### src/serial_rom_config_loader_defs.svh
// Offsets, field positions, reset values and timing counts of the loader.
`ifndef SERIAL_ROM_CONFIG_LOADER_DEFS_SVH
`define SERIAL_ROM_CONFIG_LOADER_DEFS_SVH

`define REG_CTRL        8'h00
`define REG_STATUS      8'h04
`define REG_DATA        8'h08

`define CTRL_SPEED_LSB  0
`define CTRL_RELOAD_BIT 8
`define CTRL_RESET      2'h3

`define STAT_BUSY_BIT   0
`define STAT_DONE_BIT   1
`define STAT_STRAP_BIT  2
`define STAT_BIG_BIT    3
`define STAT_AVAIL_BIT  4

`define SPEED_FAST      2'h0
`define CLK_NS          10
`define SCK_SLOW_NS     4000
`define SCK_FAST_NS     800
`define SCK_SLOW_HALF   ((`SCK_SLOW_NS) / (2 * `CLK_NS))
`define SCK_FAST_HALF   ((`SCK_FAST_NS) / (2 * `CLK_NS))
`define STRAP_WAIT      9'h004

`define ADDR_BITS       6
`define CMD_BITS        9
`define WORD_BITS       16
`define READ_OPCODE     3'h6

`endif

### src/serial_rom_config_loader_pkg.sv
// Types shared by the serial configuration loader.
package serial_rom_config_loader_pkg;

    typedef enum logic [2:0] {
        ST_STRAP = 3'b000,
        ST_IDLE  = 3'b001,
        ST_LOW   = 3'b010,
        ST_HIGH  = 3'b011,
        ST_GAP   = 3'b100
    } load_state_t;

    typedef struct packed {
        logic eeprom_chip_select;
        logic serial_rom_clock;
        logic serial_rom_clock_oe;
        logic serial_rom_data_out;
    } rom_pins_t;

    typedef struct packed {
        load_state_t st;
        logic [8:0]  cnt;
        logic [4:0]  bitn;
        logic [8:0]  tx;
        logic [15:0] rx;
        logic [5:0]  waddr;
        logic [1:0]  sck_sync;
        logic [1:0]  din_sync;
        logic [1:0]  strap_sync;
        logic        big_endian;
        logic        endian_taken;
        logic [1:0]  speed;
        logic        busy;
        logic        done;
        logic        push;
        rom_pins_t   pins;
        logic [15:0] rdata;
    } loader_state_t;

endpackage

### src/serial_rom_config_loader.sv
// Serial EEPROM configuration loader with its word FIFO and register port.
`timescale 1ns/1ps
`include "serial_rom_config_loader_defs.svh"

module word_fifo
#(
    parameter int WIDTH = 16,
    parameter int DEPTH = 8
)
(
    input  wire logic             i_clock,
    input  wire logic             i_arst_n,
    input  wire logic             i_in_valid,
    output logic                  o_in_ready,
    input  wire logic [WIDTH-1:0] i_in_data,
    output logic                  o_out_valid,
    input  wire logic             i_out_ready,
    output logic [WIDTH-1:0]      o_out_data
);
    localparam int PW = $clog2(DEPTH);

    typedef struct packed {
        logic [DEPTH-1:0][WIDTH-1:0] mem;
        logic [PW:0]                 wptr;
        logic [PW:0]                 rptr;
    } fifo_state_t;

    fifo_state_t s;
    fifo_state_t next_s;
    logic        full;
    logic        empty;

    assign full        = (s.wptr[PW] != s.rptr[PW])
                       && (s.wptr[PW-1:0] == s.rptr[PW-1:0]);
    assign empty       = (s.wptr == s.rptr);
    assign o_in_ready  = !full;
    assign o_out_valid = !empty;
    assign o_out_data  = s.mem[s.rptr[PW-1:0]];

    always_comb
    begin
        next_s = s;
        if (i_in_valid && !full)
        begin
            next_s.mem[s.wptr[PW-1:0]] = i_in_data;
            next_s.wptr = s.wptr + 1'b1;
        end
        if (i_out_ready && !empty)
        begin
            next_s.rptr = s.rptr + 1'b1;
        end
    end

    always_ff @(posedge i_clock or negedge i_arst_n)
    begin
        if (!i_arst_n)
        begin
            s <= '0;
        end
        else
        begin
            s <= next_s;
        end
    end
endmodule // word_fifo

// Function
// - Load only while the enable strap is high; a word already started still clocks out and is pushed.
// - Chip select frames every EEPROM access.
// - Serial clock 4us slow, 800ns at fast speed.
// - Command and address bits go out serially.
// - Configuration data sampled from serial input.
// - Serial input ignored when no EEPROM fitted.
// - Clock pin strap latched as endianness first.
module serial_rom_config_loader
    import serial_rom_config_loader_pkg::*;
#(
    parameter logic [6:0] WORDS = 7'h08,
    parameter int         DEPTH = 8
)
(
    input  wire logic                             i_clock,
    input  wire logic                             i_arst_n,
    input  wire logic [7:0]                       i_addr,
    input  wire logic [15:0]                      i_wdata,
    input  wire logic                             i_wr,
    input  wire logic                             i_rd,
    output logic [15:0]                           o_rdata,
    input  wire logic                             i_rom_load_strap,
    input  wire logic                             i_serial_rom_data_in,
    input  wire logic                             i_serial_rom_clock,
    output serial_rom_config_loader_pkg::rom_pins_t o_pins,
    output logic                                  o_big_endian
);
    import serial_rom_config_loader_pkg::*;

    loader_state_t s;
    loader_state_t next_s;
    logic          fifo_in_ready;
    logic          fifo_out_valid;
    logic          fifo_pop;
    logic [15:0]   fifo_out_data;
    logic          strap;
    logic          start_ok;

    // Half a serial clock period, minus one, for the chosen bus speed.
    function automatic logic [8:0] half_count(input logic [1:0] speed);
        if (speed == `SPEED_FAST)
        begin
            return 9'(`SCK_FAST_HALF - 1);
        end
        return 9'(`SCK_SLOW_HALF - 1);
    endfunction

    assign strap    = s.strap_sync[1];
    assign fifo_pop = i_rd && (i_addr == `REG_DATA);
    // A word starts only when the FIFO can take it, so a full FIFO
    // stalls the load between words instead of dropping data.
    assign start_ok = fifo_in_ready && !s.push;

    assign o_rdata      = s.rdata;
    assign o_pins       = s.pins;
    assign o_big_endian = s.big_endian;

    word_fifo #(
        .WIDTH (`WORD_BITS),
        .DEPTH (DEPTH)
    ) u_fifo (
        .i_clock     (i_clock),
        .i_arst_n    (i_arst_n),
        .i_in_valid  (s.push),
        .o_in_ready  (fifo_in_ready),
        .i_in_data   (s.rx),
        .o_out_valid (fifo_out_valid),
        .i_out_ready (fifo_pop),
        .o_out_data  (fifo_out_data)
    );

    always_comb
    begin
        next_s = s;
        next_s.push = 1'b0;
        next_s.sck_sync   = {s.sck_sync[0], i_serial_rom_clock};
        next_s.din_sync   = {s.din_sync[0], i_serial_rom_data_in};
        next_s.strap_sync = {s.strap_sync[0], i_rom_load_strap};

        if (i_wr && (i_addr == `REG_CTRL))
        begin
            next_s.speed = i_wdata[`CTRL_SPEED_LSB +: 2];
        end

        next_s.rdata = 16'h0000;
        if (i_rd)
        begin
            unique case (i_addr)
                `REG_CTRL:
                begin
                    next_s.rdata[`CTRL_SPEED_LSB +: 2] = s.speed;
                end
                `REG_STATUS:
                begin
                    next_s.rdata[`STAT_BUSY_BIT]  = s.busy;
                    next_s.rdata[`STAT_DONE_BIT]  = s.done;
                    next_s.rdata[`STAT_STRAP_BIT] = strap;
                    next_s.rdata[`STAT_BIG_BIT]   = s.big_endian;
                    next_s.rdata[`STAT_AVAIL_BIT] = fifo_out_valid;
                end
                `REG_DATA:
                begin
                    next_s.rdata = fifo_out_valid ? fifo_out_data
                                                  : 16'h0000;
                end
                default:
                begin
                    next_s.rdata = 16'h0000;
                end
            endcase
        end

        unique case (s.st)
            ST_STRAP:
            begin
                // The pin is not driven yet; the pulled level settles
                // through the synchroniser before it is taken.
                if (s.cnt == `STRAP_WAIT)
                begin
                    next_s.big_endian   = s.sck_sync[1];
                    next_s.endian_taken = 1'b1;
                    next_s.pins.serial_rom_clock_oe = 1'b1;
                    next_s.cnt = 9'h000;
                    next_s.st  = ST_IDLE;
                    next_s.busy = strap;
                end
                else
                begin
                    next_s.cnt = s.cnt + 9'h001;
                end
            end
            ST_IDLE:
            begin
                next_s.pins.eeprom_chip_select = 1'b0;
                next_s.pins.serial_rom_clock   = 1'b0;
                if (i_wr && (i_addr == `REG_CTRL)
                    && i_wdata[`CTRL_RELOAD_BIT] && strap)
                begin
                    next_s.busy = 1'b1;
                end
                if (s.busy && strap && start_ok)
                begin
                    next_s.done  = 1'b0;
                    next_s.waddr = 6'h00;
                    next_s.st    = ST_GAP;
                end
                else if (s.busy && !strap)
                begin
                    next_s.busy = 1'b0;
                end
            end
            ST_GAP:
            begin
                if (!strap)
                begin
                    next_s.busy = 1'b0;
                    next_s.st   = ST_IDLE;
                end
                else if (start_ok)
                begin
                    next_s.pins.eeprom_chip_select = 1'b1;
                    next_s.tx   = {`READ_OPCODE, s.waddr};
                    next_s.pins.serial_rom_data_out =
                        1'(`READ_OPCODE >> 2);
                    next_s.bitn = 5'h00;
                    next_s.cnt  = half_count(s.speed);
                    next_s.st   = ST_LOW;
                end
            end
            ST_LOW:
            begin
                if (s.cnt == 9'h000)
                begin
                    next_s.pins.serial_rom_clock = 1'b1;
                    next_s.cnt = half_count(s.speed);
                    next_s.st  = ST_HIGH;
                end
                else
                begin
                    next_s.cnt = s.cnt - 9'h001;
                end
            end
            ST_HIGH:
            begin
                if (s.cnt == 9'h000)
                begin
                    next_s.pins.serial_rom_clock = 1'b0;
                    next_s.bitn = s.bitn + 5'h01;
                    next_s.cnt  = half_count(s.speed);
                    if (s.bitn >= 5'(`CMD_BITS) && strap)
                    begin
                        next_s.rx = {s.rx[14:0], s.din_sync[1]};
                    end
                    next_s.tx = {s.tx[7:0], 1'b0};
                    next_s.pins.serial_rom_data_out = s.tx[7];
                    if (s.bitn == 5'(`CMD_BITS + `WORD_BITS - 1))
                    begin
                        next_s.pins.eeprom_chip_select  = 1'b0;
                        next_s.pins.serial_rom_data_out = 1'b0;
                        next_s.push  = 1'b1;
                        next_s.waddr = s.waddr + 6'h01;
                        if ({1'b0, s.waddr} == WORDS - 7'h01)
                        begin
                            next_s.busy = 1'b0;
                            next_s.done = 1'b1;
                            next_s.st   = ST_IDLE;
                        end
                        else
                        begin
                            next_s.st = ST_GAP;
                        end
                    end
                    else
                    begin
                        next_s.st = ST_LOW;
                    end
                end
                else
                begin
                    next_s.cnt = s.cnt - 9'h001;
                end
            end
            default:
            begin
                next_s.st = ST_IDLE;
            end
        endcase
    end

    always_ff @(posedge i_clock or negedge i_arst_n)
    begin
        if (!i_arst_n)
        begin
            s       <= '0;
            s.speed <= `CTRL_RESET;
        end
        else
        begin
            s <= next_s;
        end
    end

    // Helper: length of the current clock-high phase.
    logic [8:0] high_len;

    always_ff @(posedge i_clock or negedge i_arst_n)
    begin
        if (!i_arst_n)
        begin
            high_len <= 9'h000;
        end
        else
        begin
            high_len <= s.pins.serial_rom_clock ? high_len + 9'h001
                                                : 9'h000;
        end
    end
endmodule // serial_rom_config_loader

### config.mk
export PLATFORM = sky130hd
export DESIGN_NAME = serial_rom_config_loader
export DESIGN_NICKNAME = d
export VERILOG_FILES = /design/src/serial_rom_config_loader_pkg.sv /design/src/serial_rom_config_loader.sv
export VERILOG_INCLUDE_DIRS = /design/src
export SDC_FILE = /design/constraint.sdc
export NUM_CORES = 1
export LEC_CHECK = 0
export ABC_AREA = 1
export BUFFER_PORTS_ARGS = -buffer_cell sky130_fd_sc_hd__buf_2
export CAP_MARGIN = 0
export CORE_MARGIN = 1.5
export CORE_UTILIZATION = 45
export CTS_CLUSTER_DIAMETER = 100
export DETAILED_ROUTE_END_ITERATION = 8
export HOLD_SLACK_MARGIN = 0.03
export PLACE_DENSITY_LB_ADDON = 0.12
export REMOVE_ABC_BUFFERS = 1
export SLEW_MARGIN = 40
export SYNTH_ARGS = -nofsm -noshare
export SYNTH_HDL_FRONTEND = slang
export SYNTH_SLANG_ARGS = --single-unit
### constraint.sdc
create_clock -name i_clock -period 3 [get_ports i_clock]
set_input_delay 0.6 -clock i_clock [delete_from_list [all_inputs] [get_ports i_clock]]
set_output_delay 0.6 -clock i_clock [all_outputs]
set_load 0.01 [all_outputs]
==> results.cfg <==
[route]
drt-total-wl_um = 25000
drt-vias-per-instance = 5.25
drc = 0
drt-initial-drc-count = 471
vias = 8207
drtAntennaViolNets = 0
wl_per_cell_um = 16.0
first_pass_iters = 5

[sta]
tightest_slew_ps = 742
fmax_ghz = 0.445
finalCriticalPeriod_ps = 2250
drv_slew = 0
timing.slew.headroom_pct = 50.4
final.setup.tns_ps = 0
fin_ws_ps = 751
fin_crit_sh_pct = 75.0
hold_viol_final = 0
setup_viol = 0
rsz0062_at_grt = false
clock_skew_ps = 11.8

[logic_synthesis]
ys_seq_area_share_pct = 52.3
yosys.area.top_type_share_pct = 51.8
postSynthAreaPerCell_um2 = 8.19
synth_top_area_cell = dfrtp_1
synth.distinct_cells = 34
synth_seq_cells = 215
synthCells = 1257
ys_top_cells_by_area = dfrtp_1 (52%), nand2_1 (13%), o21ai_1 (6.4%)
yosys_warnings = 0
syn-cell-area_mm2 = 0.0103

[die]
fp.dieH_um = 154
num_rows = 55
fp.dieArea_mm2 = 0.0238
fp.dieW_um = 154
top_level_ports = 52
coreArea_mm2 = 0.0225
start_util_pct = 45.7

[final_layout]
final_cell_mix = nand2_1 (353), dfrtp_1 (212), o21ai_1 (131)
fin_cells = 1562
fin_nets = 1299
multiInputGateArea_mm2 = 0.00412
layout-drive-gt1-share_pct = 11.4
regArea_mm2 = 0.00538
synthToLayoutAreaGrowth_pct = 11.1
n_fill_cell = 2184
final_common_cell = nand2_1
final_area_mm2 = 0.0114
fin_util_pct = 50.8
antenna_cells = 0

[status]
status = finished clean

[global_routing]
grt_start_max_net_pins = 64
antenna_found_initial = 0
grt_usage_pct = 21.9
grt_pass1_wl_um = 42100
grt-ovfl-total = 0
grt_pass1_vias = 8067

[setup_path]
cpPeakStageDelay_ps = 420
cp.required_ps = 3390
crit_chain = inv_1 -> ha_1 -> inv_1 -> nor2_1 -> nand2_1 -> nor2_4 -> nand2_2 -> inv_4 -> o211ai_4 -> buf_8 -> nand2_1 -> o21ai_1
critPathMaxFanout = 21
cp.arrival_ps = 2640
cp_top_family = simple AND/OR/NAND/NOR gates
critPathKind = flip-flop to flip-flop
path_buf_inv = 4
start_kind = flip-flop
slowest_stage = dfrtp_1
critical_path.endpoint_type = flip-flop

[clock_network]
clock_latency_ps = 520
htree_levels = 1
tritoncts = yes
cts_buffers = 24
postCtsSetupBuffers = 0
path_clk_slew_ps = 60
clockBufferDepth = 3
cts.sinks = 215
cts_hold_buf = 1
cts_resized = 0
root_buffer = clkbuf_16

[flow_run]
drv_cap = 0

[place]
dp_hpwl_um = 15200
portBuffers = 38
dp.cells = 1517
pre_cts_slack_ps = 745
placed_cell_area_mm2 = 0.0106
gp_congestion = 0.882

[hold_path]
hold_path_class = primary input to flip-flop

[power]
power_density_mw_per_mm2 = 687
p_leak_nw = 5.27
ir_worst_vdd_mv = 0.448
[registers in the layout, summed over array words and instances, names as in the netlist]
signal	count
s	55
o_pins	4
o_big_endian	1
next_s	3
o_rdata	16
u_fifo.s	136
[path summary, 6_finish.rpt]
path                                  start       endpoint  slack [ps]  cells after the start
min reg2reg                      next_s[30]          s[30]         350                      0
max                                   s[69]          s[46]         750                     12
min in group asynchronous          i_arst_n   u_fifo.s[47]         610                      2
min                        i_rom_load_strap     next_s[28]         190                      1
max in group asynchronous          i_arst_n  u_fifo.s[135]        1660                      3
max reg2reg                           s[69]          s[46]         750                     12
[stage by stage]
step / hold slack, ps / total power, W
after floorplan: 304 / 0.00436
after global placement: 331 / 0.00484
after detailed placement: 340 / 0.00485
after CTS: 163 / 0.00795
after global routing: 165 / 0.00829
final: 186 / 0.00785
[routing by layer]
layer / part of all wire, % / vias to the layer above / global-route usage, %
li1: - / 4100 / -
met1: 46 / 3909 / 29.8
met2: 48 / 158 / 37.5
met3: 4.3 / 40 / 2.75
met4: 2.2 / 0 / 5.41
met5: 0 / - / 0
[kinds of logic after synthesis]
kind of cell	synth area share (%)
buffers and inverters	7.65
adders and majority gates	1.09
and+or+nand+nor	22.7
xor gates and xnor gates	1.28
DFF	52.3
muxes	0.219
AOI/OAI and AO/OA	14.7
[cell type report]
class	instances	share of cell area [%]
Clock buffer	41	6.95
Timing Repair Buffer	60	3.72
Clock inverter	3	0.449
Tap cell	285	3.12
Multi-Input combinational cell	879	36.0
Sequential cell	215	47.1
Inverter	79	2.62
[Yosys cell counts]
| library cell | number |
|---|---|
| buf_2 | 18 |
| inv_4 | 1 |
| nand2_4 | 1 |
| nand3_1 | 64 |
| inv_1 | 64 |
| a31oi_1 | 2 |
| nand2_2 | 11 |
| o211ai_4 | 1 |
| ha_1 | 9 |
| clkbuf_1 | 27 |
| inv_2 | 14 |
| buf_1 | 1 |
| dfrtp_1 | 213 |
| nand2_1 | 353 |
| xnor2_1 | 4 |
| mux2_2 | 2 |
| nand4_1 | 14 |
| a21oi_1 | 25 |
| nor2_1 | 107 |
| nor3_4 | 1 |
| a21oi_2 | 2 |
| xor2_1 | 11 |
| or2_2 | 2 |
| o21ai_1 | 131 |
| nor2_2 | 4 |
| buf_6 | 2 |
| o211ai_1 | 4 |
| nor3_1 | 5 |
| dfstp_2 | 2 |
| nor2_4 | 4 |
| o22ai_1 | 26 |
| o21ai_0 | 92 |
| o31ai_1 | 4 |
| buf_4 | 36 |
[report_power, final]
group / total (W) / internal, W / leakage, nW / switching, W
sequential: 0.00319 / 0.00302 / 2.94 / 0.000165
combinational: 0.00162 / 0.000503 / 1.91 / 0.00112
clock: 0.00305 / 0.00188 / 0.419 / 0.00117
Note: power is estimated with default switching activity, not from simulation.
